--- src/vis_pkg.sv ---
// Purpose: Shared constants for the vectored interrupt sequencer
// Assumes: 8-bit register file addressing, 16-bit program counter
// Notes:   Offsets are register file addresses
package vis_pkg;
  localparam logic [7:0] FAST_PTR_HI_ADDR  = 8'hDA;
  localparam logic [7:0] FAST_PTR_LO_ADDR  = 8'hDB;
  localparam logic [7:0] REQ_STATUS_ADDR   = 8'hDC;
  localparam logic [7:0] LEVEL_MASK_ADDR   = 8'hDD;
  localparam logic [7:0] SYS_MODE_ADDR     = 8'hDE;
  localparam int         GIE_BIT           = 0;
  localparam int         FIE_BIT           = 1;
  localparam int         FLS_LO            = 2;
  localparam int         FLS_HI            = 4;
  localparam int         FAST_FLAG_BIT     = 1;
  localparam logic [7:0] SYS_MODE_RST      = 8'h00;
  localparam logic [7:0] REQ_STATUS_RST    = 8'h00;
  localparam logic [7:0] LEVEL_MASK_RST    = 8'h00;
  localparam logic [7:0] VECTOR_BASE       = 8'h00;
  localparam int         FAST_ENTRY_CYC    = 6;
  localparam int         NORMAL_ENTRY_CYC  = 16;
  localparam logic [3:0] FAST_ENTRY_LAST   = 4'(FAST_ENTRY_CYC - 1);
  localparam logic [3:0] NORMAL_ENTRY_LAST = 4'(NORMAL_ENTRY_CYC - 1);
  localparam logic [3:0] PUSH_PCL_STEP     = 4'h1;
  localparam logic [3:0] PUSH_PCH_STEP     = 4'h2;
  localparam logic [3:0] PUSH_FLG_STEP     = 4'h3;
  localparam logic [3:0] VEC_HI_STEP       = 4'h5;
  localparam logic [3:0] VEC_LO_STEP       = 4'h6;

  typedef enum logic [4:0] {
    ST_RUN    = 5'h01,
    ST_NORMAL = 5'h02,
    ST_FAST   = 5'h04,
    ST_RETN   = 5'h08,
    ST_RETF   = 5'h10
  } vis_state_t;
endpackage

--- src/vis_prio_pick.sv ---
// Purpose: Fixed priority picker over eight interrupt levels
// Assumes: Level 0 highest unless a priority order is given outside
// Notes:   Group priority encoding stays with the caller
`timescale 1ns/1ns
module vis_prio_pick #(
  parameter int LEVELS = 8
) (
  // Requests
  input  wire logic [LEVELS-1:0]         i_req,
  // Winner
  output logic                           o_any,
  output logic [$clog2(LEVELS)-1:0]      o_level
);
  always_comb begin
    o_any   = 1'b0;
    o_level = '0;
    for (int i = LEVELS - 1; i >= 0; i--) begin
      if (i_req[i]) begin
        o_any   = 1'b1;
        o_level = ($clog2(LEVELS))'(i);
      end
    end
  end
endmodule

--- src/vis_sequencer.sv ---
// Purpose: CPU-side interrupt sequencing: acknowledge, entry cycle, return
// Assumes: Core drives instruction boundary and return strobes, stack
//          and program memory answer combinationally in the same cycle
// Function
// - Service needs global enable, level mask, top priority and source enable.
// - Acknowledge only at the end of the current instruction.
// - Entry cycle clears the global enable bit.
// - Vectored entry pushes PC low, PC high, then flags.
// - Then reads vector high then low byte and branches there.
// - Vectors sit in 00H-0FH at even addresses.
// - Return restores PC and flags and sets global enable.
// - Order: request, poll, level check, acknowledge, vector, keep polling.
// - Mode bits 4..2 choose fast level, bit 1 enables fast handling.
// - Fast entry about 6 cycles, normal entry about 16 cycles.
// - Fast pointer is a pair at DAH (high) and DBH (low).
// - Fast entry swaps pointer and PC, saves flags, sets fast status.
// - Fast return swaps back, restores shadow flags, clears fast status.
// - Any of the eight levels may be chosen for fast handling.
// - Fast handling works with hardware and software cleared pending bits.
// - Only the fast enable bit gates fast mode; global enable gates all.
// - Level 0 pending is hardware set, hidden, cleared on service.
// - Mask bit n gates level n; one enables it.
// - Request status is read-only, per level, readable always, reset clear.
`timescale 1ns/1ns
module vis_sequencer #(
  parameter int LEVELS = 8
) (
  // Clock and reset
  input  wire logic              i_mclk,
  input  wire logic              i_rst_n,
  // Interrupt requests, already gated by source enables
  input  wire logic [LEVELS-1:0] i_src_req,
  // Core handshake
  input  wire logic              i_instr_end,
  input  wire logic              i_return_from_interrupt,
  input  wire logic              i_ei,
  input  wire logic              i_di,
  input  wire logic [15:0]       i_pc,
  input  wire logic [7:0]        i_flags,
  // Stack and program memory data
  input  wire logic [7:0]        i_stack_rdata,
  input  wire logic [7:0]        i_rom_rdata,
  // Register file port
  input  wire logic              i_reg_wr,
  input  wire logic              i_reg_rd,
  input  wire logic [7:0]        i_reg_addr,
  input  wire logic [7:0]        i_reg_wdata,
  output logic [7:0]             o_reg_rdata,
  // Core control outputs
  output logic                   o_busy,
  output logic                   o_iack,
  output logic [2:0]             o_iack_level,
  output logic                   o_stack_push,
  output logic                   o_stack_pop,
  output logic [7:0]             o_stack_wdata,
  output logic                   o_rom_rd,
  output logic [7:0]             o_rom_addr,
  output logic                   o_pc_load,
  output logic [15:0]            o_pc,
  output logic                   o_flags_load,
  output logic [7:0]             o_flags
);
  vis_pkg::vis_state_t state_ff;
  vis_pkg::vis_state_t nxt_state;
  logic [3:0]        step_ff;
  logic [7:0]        sys_mode_ff;
  logic [7:0]        mask_ff;
  logic [7:0]        req_stat_ff;
  logic              lvl0_pend_ff;
  logic [15:0]       fast_ptr_ff;
  logic [7:0]        shadow_flags_ff;
  logic [7:0]        vec_hi_ff;
  logic [7:0]        ret_flags_ff;
  logic [7:0]        ret_pch_ff;
  logic [2:0]        lvl_ff;
  logic [LEVELS-1:0] eligible;
  logic              any_req;
  logic [2:0]        win_level;
  logic              take;
  logic              take_fast;
  logic              fast_active;
  logic              ret_go;

  function automatic logic hit(input logic [7:0] a, input logic [7:0] b);
    hit = i_reg_wr && (a == b);
  endfunction

  // One step of one sequence; shared by the datapath captures
  function automatic logic at_step(input vis_pkg::vis_state_t s, input logic [3:0] n);
    at_step = (state_ff == s) && (step_ff == n);
  endfunction

  // Vector pair of a level; the even byte holds the high half
  function automatic logic [7:0] vec_addr(input logic [2:0] lvl, input logic lo);
    vec_addr = 8'(vis_pkg::VECTOR_BASE + {4'h0, lvl, lo});
  endfunction

  // Level 0 is hardware cleared and seen only through status; others follow the source
  assign eligible = req_stat_ff & mask_ff;
  vis_prio_pick #(.LEVELS(LEVELS)) u_pick (
    .i_req   (eligible),
    .o_any   (any_req),
    .o_level (win_level)
  );
  assign fast_active = i_flags[vis_pkg::FAST_FLAG_BIT];
  // Only taken between instructions, with global enable set
  assign take = (state_ff == vis_pkg::ST_RUN) && i_instr_end && any_req
                && sys_mode_ff[vis_pkg::GIE_BIT];
  assign take_fast = sys_mode_ff[vis_pkg::FIE_BIT]
                     && (win_level == sys_mode_ff[vis_pkg::FLS_HI:vis_pkg::FLS_LO]);
  // An entry wins the edge; a return is only seen between sequences
  assign ret_go = (state_ff == vis_pkg::ST_RUN) && !take && i_return_from_interrupt;

  always_ff @(posedge i_mclk or negedge i_rst_n) begin
    if (!i_rst_n) begin
      lvl0_pend_ff <= 1'b0;
    end else if (i_src_req[0]) begin
      lvl0_pend_ff <= 1'b1;
    end else if (take && win_level == 3'h0) begin
      lvl0_pend_ff <= 1'b0;
    end
  end

  // Set wins over clear for level 0
  always_ff @(posedge i_mclk or negedge i_rst_n) begin
    if (!i_rst_n) begin
      req_stat_ff <= vis_pkg::REQ_STATUS_RST;
    end else begin
      req_stat_ff <= {i_src_req[LEVELS-1:1], lvl0_pend_ff | i_src_req[0]};
    end
  end

  always_ff @(posedge i_mclk or negedge i_rst_n) begin
    if (!i_rst_n) begin
      mask_ff <= vis_pkg::LEVEL_MASK_RST;
    end else if (hit(i_reg_addr, vis_pkg::LEVEL_MASK_ADDR)) begin
      mask_ff <= i_reg_wdata;
    end
  end

  // Entry and return outrank the core strobes and register writes
  always_ff @(posedge i_mclk or negedge i_rst_n) begin
    if (!i_rst_n) begin
      sys_mode_ff <= vis_pkg::SYS_MODE_RST;
    end else if (take) begin
      sys_mode_ff[vis_pkg::GIE_BIT] <= 1'b0;
    end else if (state_ff == vis_pkg::ST_RETN || state_ff == vis_pkg::ST_RETF) begin
      if (step_ff == 4'h0) begin
        sys_mode_ff[vis_pkg::GIE_BIT] <= 1'b1;
      end
    end else if (i_ei) begin
      sys_mode_ff[vis_pkg::GIE_BIT] <= 1'b1;
    end else if (i_di) begin
      sys_mode_ff[vis_pkg::GIE_BIT] <= 1'b0;
    end else if (hit(i_reg_addr, vis_pkg::SYS_MODE_ADDR)) begin
      sys_mode_ff <= i_reg_wdata;
    end
  end

  // Pointer swaps with the PC on fast entry and fast return
  always_ff @(posedge i_mclk or negedge i_rst_n) begin
    if (!i_rst_n) begin
      fast_ptr_ff <= 16'h0000;
    end else if (at_step(vis_pkg::ST_FAST, 4'h0)
                 || at_step(vis_pkg::ST_RETF, 4'h0)) begin
      fast_ptr_ff <= i_pc;
    end else if (hit(i_reg_addr, vis_pkg::FAST_PTR_HI_ADDR)) begin
      fast_ptr_ff[15:8] <= i_reg_wdata;
    end else if (hit(i_reg_addr, vis_pkg::FAST_PTR_LO_ADDR)) begin
      fast_ptr_ff[7:0] <= i_reg_wdata;
    end
  end

  always_ff @(posedge i_mclk or negedge i_rst_n) begin
    if (!i_rst_n) begin
      shadow_flags_ff <= 8'h00;
    end else if (at_step(vis_pkg::ST_FAST, 4'h0)) begin
      shadow_flags_ff <= i_flags;
    end
  end

  always_ff @(posedge i_mclk or negedge i_rst_n) begin
    if (!i_rst_n) begin
      lvl_ff <= 3'h0;
    end else if (take) begin
      lvl_ff <= win_level;
    end
  end

  always_comb begin
    nxt_state = state_ff;
    case (state_ff)
      vis_pkg::ST_RUN: begin
        if (take) begin
          nxt_state = take_fast ? vis_pkg::ST_FAST : vis_pkg::ST_NORMAL;
        end else if (ret_go) begin
          nxt_state = fast_active ? vis_pkg::ST_RETF : vis_pkg::ST_RETN;
        end
      end
      vis_pkg::ST_NORMAL: begin
        if (step_ff == vis_pkg::NORMAL_ENTRY_LAST) begin
          nxt_state = vis_pkg::ST_RUN;
        end
      end
      vis_pkg::ST_FAST: begin
        if (step_ff == vis_pkg::FAST_ENTRY_LAST) begin
          nxt_state = vis_pkg::ST_RUN;
        end
      end
      vis_pkg::ST_RETN: begin
        if (step_ff == 4'h3) begin
          nxt_state = vis_pkg::ST_RUN;
        end
      end
      vis_pkg::ST_RETF: nxt_state = vis_pkg::ST_RUN;
      default: nxt_state = vis_pkg::ST_RUN;
    endcase
  end

  // Step restarts on every state change, so each sequence counts from zero
  always_ff @(posedge i_mclk or negedge i_rst_n) begin
    if (!i_rst_n) begin
      state_ff <= vis_pkg::ST_RUN;
      step_ff  <= 4'h0;
    end else begin
      state_ff <= nxt_state;
      step_ff  <= (nxt_state != state_ff) ? 4'h0 : 4'(step_ff + 4'h1);
    end
  end

  // Vector high byte and popped bytes held for the concatenation
  always_ff @(posedge i_mclk or negedge i_rst_n) begin
    if (!i_rst_n) begin
      vec_hi_ff    <= 8'h00;
      ret_flags_ff <= 8'h00;
      ret_pch_ff   <= 8'h00;
    end else begin
      if (at_step(vis_pkg::ST_NORMAL, vis_pkg::VEC_HI_STEP)) begin
        vec_hi_ff <= i_rom_rdata;
      end
      if (at_step(vis_pkg::ST_RETN, 4'h1)) begin
        ret_flags_ff <= i_stack_rdata;
      end
      if (at_step(vis_pkg::ST_RETN, 4'h2)) begin
        ret_pch_ff <= i_stack_rdata;
      end
    end
  end

  // Registered core controls
  always_ff @(posedge i_mclk or negedge i_rst_n) begin
    if (!i_rst_n) begin
      o_iack       <= 1'b0;
      o_iack_level <= 3'h0;
      o_stack_push <= 1'b0;
      o_stack_pop  <= 1'b0;
      o_stack_wdata <= 8'h00;
      o_rom_rd     <= 1'b0;
      o_rom_addr   <= 8'h00;
      o_pc_load    <= 1'b0;
      o_pc         <= 16'h0000;
      o_flags_load <= 1'b0;
      o_flags      <= 8'h00;
      o_busy       <= 1'b0;
    end else begin
      o_iack       <= take;
      o_iack_level <= take ? win_level : o_iack_level;
      o_stack_push <= 1'b0;
      o_stack_pop  <= 1'b0;
      o_rom_rd     <= 1'b0;
      o_pc_load    <= 1'b0;
      o_flags_load <= 1'b0;
      o_busy       <= (nxt_state != vis_pkg::ST_RUN);
      case (state_ff)
        vis_pkg::ST_NORMAL: begin
          if (step_ff == vis_pkg::PUSH_PCL_STEP) begin
            o_stack_push  <= 1'b1;
            o_stack_wdata <= i_pc[7:0];
          end else if (step_ff == vis_pkg::PUSH_PCH_STEP) begin
            o_stack_push  <= 1'b1;
            o_stack_wdata <= i_pc[15:8];
          end else if (step_ff == vis_pkg::PUSH_FLG_STEP) begin
            o_stack_push  <= 1'b1;
            o_stack_wdata <= i_flags;
          end else if (step_ff == 4'h4) begin
            o_rom_rd   <= 1'b1;
            o_rom_addr <= vec_addr(lvl_ff, 1'b0);
          end else if (step_ff == vis_pkg::VEC_HI_STEP) begin
            o_rom_rd   <= 1'b1;
            o_rom_addr <= vec_addr(lvl_ff, 1'b1);
          end else if (step_ff == vis_pkg::VEC_LO_STEP) begin
            o_pc_load <= 1'b1;
            o_pc      <= {vec_hi_ff, i_rom_rdata};
          end
        end
        vis_pkg::ST_FAST: begin
          if (step_ff == 4'h0) begin
            o_pc_load    <= 1'b1;
            o_pc         <= fast_ptr_ff;
            o_flags_load <= 1'b1;
            o_flags      <= i_flags | (8'h01 << vis_pkg::FAST_FLAG_BIT);
          end
        end
        vis_pkg::ST_RETN: begin
          o_stack_pop <= (step_ff < 4'h3);
          if (step_ff == 4'h3) begin
            o_pc_load    <= 1'b1;
            o_pc         <= {ret_pch_ff, i_stack_rdata};
            o_flags_load <= 1'b1;
            o_flags      <= ret_flags_ff;
          end
        end
        vis_pkg::ST_RETF: begin
          o_pc_load    <= 1'b1;
          o_pc         <= fast_ptr_ff;
          o_flags_load <= 1'b1;
          o_flags      <= shadow_flags_ff & ~(8'h01 << vis_pkg::FAST_FLAG_BIT);
        end
        default: begin
        end
      endcase
    end
  end

  // Read data; level 0 pending stays hidden except through status
  always_ff @(posedge i_mclk or negedge i_rst_n) begin
    if (!i_rst_n) begin
      o_reg_rdata <= 8'h00;
    end else if (i_reg_rd) begin
      case (i_reg_addr)
        vis_pkg::FAST_PTR_HI_ADDR: o_reg_rdata <= fast_ptr_ff[15:8];
        vis_pkg::FAST_PTR_LO_ADDR: o_reg_rdata <= fast_ptr_ff[7:0];
        vis_pkg::REQ_STATUS_ADDR:  o_reg_rdata <= req_stat_ff;
        vis_pkg::LEVEL_MASK_ADDR:  o_reg_rdata <= mask_ff;
        vis_pkg::SYS_MODE_ADDR:    o_reg_rdata <= sys_mode_ff;
        default:                   o_reg_rdata <= 8'h00;
      endcase
    end
  end
endmodule

--- config.mk ---
export PLATFORM = sky130hd
export DESIGN_NAME = vis_sequencer
export DESIGN_NICKNAME = d
export VERILOG_FILES = /design/src/vis_pkg.sv /design/src/vis_prio_pick.sv /design/src/vis_sequencer.sv
export SDC_FILE = /design/constraint.sdc
export NUM_CORES = 1
export LEC_CHECK = 0
export BUFFER_PORTS_ARGS = -buffer_cell sky130_fd_sc_hd__buf_4
export CAP_MARGIN = 20
export CORE_MARGIN = 1
export CORE_UTILIZATION = 55
export CTS_BUF_LIST = sky130_fd_sc_hd__clkbuf_16
export CTS_CLUSTER_DIAMETER = 80
export CTS_CLUSTER_SIZE = 24
export DETAILED_ROUTE_END_ITERATION = 6
export GPL_ROUTABILITY_DRIVEN = 0
export GPL_TIMING_DRIVEN = 0
export PLACE_DENSITY = 0.82
export SETUP_SLACK_MARGIN = 0.1
export SLEW_MARGIN = 10
export SYNTH_ARGS = -nofsm -noshare
export SYNTH_HDL_FRONTEND = slang
export SYNTH_SLANG_ARGS = --single-unit
export TNS_END_PERCENT = 20
--- constraint.sdc ---
create_clock -name i_mclk -period 2.2 [get_ports i_mclk]
set_input_delay 0.55 -clock i_mclk [delete_from_list [all_inputs] [get_ports i_mclk]]
set_output_delay 0.55 -clock i_mclk [all_outputs]
set_load 0.005 [all_outputs]
### Yosys cells after proc, flatten, opt, wreduce, memory -nomap -nowiden

Cells that the tools add are included.

| operators by class | value |
|---|---|
| add/sub/neg operators | 1 |
| magnitude comparators | 1 |
| equality and inequality tests | 30 |
| muxes and demuxes | 75 |
| bitwise gates (word level) | 9 |
| reduce and logical (&&, ||, !) cells | 36 |

Operator list:

| kind | number |
|---|---|
| 16-bit 2-to-1 mux | 9 |
| 8-bit 2-to-1 mux | 10 |
| 16-bit case mux with 4 select lines | 1 |
| 8-bit equality test, second input constant | 5 |
| 8-bit case mux with 5 select lines | 1 |
| 1-bit 2-to-1 mux | 34 |
| 5-bit 2-to-1 mux | 6 |
| 3-bit 2-to-1 mux | 9 |
| 8-bit case mux with 3 select lines | 1 |
| 5-bit case mux with 4 select lines | 1 |
| 1-bit logical AND | 16 |
| 4-bit by 3-bit equality test with 1-bit output, second input constant | 3 |
| 2-bit inequality test, second input constant | 6 |
| 5-bit AND reduction | 2 |
| 9-bit AND reduction | 1 |
| 8-bit bitwise AND | 1 |
| 4-bit by 2-bit equality test with 1-bit output, second input constant | 2 |
| 2-bit nonzero test | 4 |
| 1-bit inverter | 7 |
| 2-bit by 1-bit inequality test with 1-bit output, second input constant | 3 |
| 2-bit AND reduction | 3 |
| 3-bit nonzero test | 2 |
| 5-bit by 1-bit equality test with 1-bit output, second input constant | 1 |
| 5-bit by 2-bit equality test with 1-bit output, second input constant | 1 |
| other kinds (22) | 23 |

| storage, ports and cells | value |
|---|---|
| flip-flop bits (word level) | 140 |
| input bits | 72 |
| output and inout bits | 58 |
| logic and storage cells | 178 |

### Depth between registers and ports, before layout

| depth | value |
|---|---|
| depth in word-level cells | 19 |
| gate-level depth with buffers | 8 |
| mapped depth without buffers | 7 |

### By module

From an unflattened synthesis, not the netlist that was laid out.

| unflattened totals | value |
|---|---|
| cell total of the unflattened synthesis | 630 |
| area total of the unflattened synthesis | 6841.6 um^2 |

By module, submodules not included:

| module | times used | cells an instance | area an instance (um^2) | seq. area each (um^2) |
|---|---|---|---|---|
| vis_sequencer | 1 | 617 | 6761.5 | 3379.5 |
| vis_prio_pick | 1 | 13 | 80.1 | 0.0 |

### Worst setup path before layout

OpenSTA, ideal clock, no wires.

| path | value |
|---|---|
| kind | input-to-reg |
| start | in i_reg_addr[5] |
| end | reg mask_ff[0] |
| library setup time | 0.125 ns |
| arrival time | 1.942 ns |
| required time | 2.075 ns |
| path slack | 0.133 ns |
| cell stages on the path | 6 |
| buffers on the path | 2 |
| cell sequence | and3b_1 > and4b_1 > buf_2 > and3_1 > clkbuf_1 > mux2_2 |

| on the way | value |
|---|---|
| word-level cells in the longest chain between the ends | 2 |

Ends and longest elaborated chain:

| what | line | text |
|---|---|---|
| start, declared | vis_sequencer.sv:46 | `input wire logic [7:0] i_reg_addr,` |
| 8-bit equality test | vis_sequencer.sv:85 | `hit = i_reg_wr && (a == b);` |
| 1-bit logical AND | vis_sequencer.sv:85 |  |
| end signal, assigned | vis_sequencer.sv:135 | `mask_ff <= vis_pkg::LEVEL_MASK_RST;` |
| end signal, assigned | vis_sequencer.sv:137 | `mask_ff <= i_reg_wdata;` |
| end, declared | vis_sequencer.sv:67 | `logic [7:0] mask_ff;` |

No other way between the ends.
A chain may end at the register's enable or synchronous reset.

### Final worst setup path

| path | value |
|---|---|
| start | reg req_stat_ff[5] |
| end | reg sys_mode_ff[6] |

| on the way | value |
|---|---|
| word-level cells in the longest chain between the ends | 11 |

Ends and longest elaborated chain:

| what | line | text |
|---|---|---|
| start, declared | vis_sequencer.sv:68 | `logic [7:0] req_stat_ff;` |
| start signal, assigned | vis_sequencer.sv:127 | `req_stat_ff <= vis_pkg::REQ_STATUS_RST;` |
| start signal, assigned | vis_sequencer.sv:129 | `req_stat_ff <= {i_src_req[LEVELS-1:1], lvl0_pend_ff \| i_src_req[0]};` |
| 8-bit bitwise AND | vis_sequencer.sv:99 | `assign eligible = req_stat_ff & mask_ff;` |
| 1-bit 2-to-1 mux (6 in a row) | vis_prio_pick.sv:18 | `if (i_req[i]) begin` |
| 1-bit logical AND | vis_sequencer.sv:107 | `assign take = (state_ff == vis_pkg::ST_RUN) && i_instr_end && any_req` |
| 1-bit logical AND | vis_sequencer.sv:108 | `&& sys_mode_ff[vis_pkg::GIE_BIT];` |
| net take | vis_sequencer.sv:79 | `logic take;` |
| 1-bit inverter (no source line) | n/a |  |
| 5-bit AND reduction (no source line) | n/a |  |
| end signal, assigned | vis_sequencer.sv:144 | `sys_mode_ff <= vis_pkg::SYS_MODE_RST;` |
| end signal, assigned | vis_sequencer.sv:156 | `sys_mode_ff <= i_reg_wdata;` |
| end, declared | vis_sequencer.sv:66 | `logic [7:0] sys_mode_ff;` |

The timed path passes the listed nets, and every way through them passes these cells.

==> results by group <==
STA
  • Worst slew pin tran: about 0.65 ns
  • Max-Slew Margin vs Limit: 0.568
  • Tmin final: 2.14 ns
  • Worst clock skew: approximately 0.0064 ns
  • RSZ-0062 raised after global routing: yes
  • Pins Over Slew Limit: 0
  • Final setup violation count: 0
  • Final hold vios: 0
  • Final period utilization: 0.971
  • Final hold slack: 0.0998 ns
  • Fmax achieved: 0.468 GHz

Floorplan
  • DIE AREA: 12,200 um^2
  • Initial core utilization: 0.565
  • Core area: around 11,000 um^2
  • I/O pin cnt: 130
  • Die height: 110 um
  • # rows: 39
  • Die width: roughly 110 um

Synthesis
  • Library cells used by synthesis: 62
  • Gate Count Post-Synth: 589
  • Mapped Avg Cell Area: 10.9 um^2
  • Main synth FF type: dfrtp_1
  • Top cells by area, synth: dfrtp_1, mux2_2, mux2i_1
  • Synth Warn #: 0
  • Synth top cells by count: dfrtp_1, mux2_2, nor2_1
  • Sequential area share after synthesis: 0.524
  • Post-Syn Area: 6450 um^2
  • Cell taking the most area after synthesis: dfrtp_1
  • Yosys top cell area share: 0.520
  • Post-synth EDFFs: 0
  • Async set-reset flop share out of synthesis: 1.00
  • Flops & latches, synth: 135
  • Most common cell in the netlist: dfrtp_1

Clocking
  • H-tree depth: 4
  • Worst-Skew Late Latency: 0.42 ns
  • Clock slew at reported path FFs: 0.06 ns
  • CTS tree: yes
  • Post-cts hold buffer count: 0
  • Clk sink count: about 140
  • CTS buffer count: 17
  • CTS root buf: clkbuf_16
  • Max Buffers Root-to-Sink: 2

Finish
  • Layout Cells excl Fill: roughly 900
  • Antenna fix cells: 0
  • Finished Core Util: 0.739
  • NumNets Final: between 800 and 900
  • Area grow syn2layout: 30.8%
  • Largest registers: fast_ptr_ff: 16 flops, o_pc: 16 flops
  • Fraction of layout instances using a drive strength above 1: 0.372

Worst setup path
  • Crit. End Element: register
  • CP Class: reg -> reg
  • Worst Path Max Fanout: 7
  • Critical path data required time: roughly 2.5 ns
  • CP arrival: roughly 2.4 ns
  • Crit start category: register

Global route
  • Global Route Usage Sum: 0.320
  • Total grt overflow: 0
  • Initial antenna violation count: 0
  • Pin count of the biggest net entering global routing: 79
  • First-pass GRT wire length: 28.3 mm
  • Number of global-route vias before repair: around 5,400

Place
  • HPWL after detailed placement: 13.2 mm
  • Number of port buffers: roughly 120
  • Cells after DPL: 860

Pwr
  • Logic pwr share: 0.299
  • Internal: 6.34 mW
  • Max VDD drop: 0.000680 V
  • Pleak: 3.97 nW
  • Clock Power Share: 0.295
  • Reg power frac: 0.406
  • Net Switching: 3.03 mW
  • Pwr/cell area: 1110 nW/um^2
  • Sw Share: 0.323
  • Pwr Total: 9.37 mW

Routing
  • DRC: 0
  • Starting DRT DRC Count: between 400 and 500
  • Drt wl/cell: 21.1 um
  • Vias per cell: 6.29
  • WL final: 19.0 mm
  • Vias: 5,669
  • Pre-antenna DRT Iters: 5
  • Final ANT Viol Nets: 0

Flow run
  • Maxcap violations: 0

Run status
  • Status: finished clean

Worst hold path
  • Hold crit path type: in -> async
[final timing paths]
path | slack, ns | cells past startpoint | from | end
max | 0.06 | 7 | req_stat_ff[5] | sys_mode_ff[6]
min | 0.1 | 1 | i_rst_n | o_pc[6]
max reg2reg | 0.06 | 7 | req_stat_ff[5] | sys_mode_ff[6]
min reg2reg | 0.48 | 1 | lvl0_pend_ff | req_stat_ff[0]
max in group asynchronous | 1.33 | 2 | i_rst_n | o_reg_rdata[7]
min in group i_mclk | 0.23 | 1 | i_src_req[2] | req_stat_ff[2]
[routing by layer]
layer / share of wire / vias up / global-route usage
met2: 0.50 / 333 / 0.527
met1: 0.38 / 2792 / 0.401
met4: 0.034 / 0 / 0.140
li1: - / 2475 / -
met5: 0 / - / 0
met3: 0.087 / 69 / 0.0776
[stage by stage]
step	setup WS (ns)	setup TNS, ns	area, um^2
5_1_grt	0.0207	0	8430
6_report	0.0633	0	8430
4_1_cts	0.0469	0	8320
3_3_place_gp	-0.307	-9.31	7570
2_1_floorplan	0.133	0	6460
3_5_place_dp	-0.410	-14.67	7600
[what timing repair did]
action                                 4_1_cts  5_1_grt
setup buffers                                8        5
pin swaps                                    9       11
setup endpoints to repair                   78       75
resized for setup                           28       32
endpoints found under the hold margin        0        0
[cell usage in the layout, fill, tap and decap left out, drive strengths merged, types with 2 or more instances in the layout]
cell type,netlist,layout
ha,4,4
a221oi,9,9
a31oi,24,24
and3,8,8
a21oi,29,29
clkinv,1,8
clkbuf,20,32
nand4,5,5
xnor2,3,3
and4b,4,4
nor4,5,5
inv,9,11
mux2i,33,33
nor2,54,54
mux2,57,57
nand3,8,8
o21a,2,2
o22ai,3,3
conb,1,4
nor3,3,3
nor2b,12,12
o21ai,16,16
a22oi,29,29
clkinvlp,0,2
dfrtp,134,134
and2,7,7
nor4b,3,3
a22o,11,11
buf,17,157
nand2,52,52
nor3b,3,3
a32oi,2,2
bufinv,0,3
a21boi,2,2
[cell type report]
class / count / area, um^2
plain buffers: 34 / 195
clock buffers: 17 / 425
clock inverters: 14 / 143
fillers: 775 / 2980
inverters: 10 / 38.8
multi-input cells: 410 / 3010
flip-flops and latches: 135 / 3380
well taps: 143 / 179
repair buffers: 138 / 1060
[worst max-delay path, stage by stage (launching register included)]
cell     delay, ns
dfrtp_1       0.44
a22oi_2       0.29
nand2_1       0.15
o21ai_4       0.22
inv_2         0.10
nor4b_4       0.28
buf_6         0.18
mux2_2        0.35
[power by group through the flow]
stage          logic, mW  clock network (mW)  registers (mW)
2_1_floorplan       1.43                   0            3.59
4_1_cts             2.64                2.76            3.73
3_5_place_dp        2.49                   0            3.75
3_3_place_gp        2.38                   0            3.71
5_1_grt             3.04                2.88            3.84
6_report            2.80                2.76            3.80
[kinds of logic (layout without fill, tap and decap cells)]
| logic type | after synthesis | after routing | synth area share |
|---|---|---|---|
| other cells | 1 | 4 | 0.000582 |
| flops | 135 | 135 | 0.524 |
| xor+xnor | 4 | 4 | 0.00543 |
| buf+inv | 47 | 213 | 0.0326 |
| mux | 90 | 90 | 0.151 |
| compound gates | 136 | 136 | 0.144 |
| simple gates | 172 | 172 | 0.135 |
| fa+ha+maj | 4 | 4 | 0.00776 |
Power figures use the tool's default switching activity.
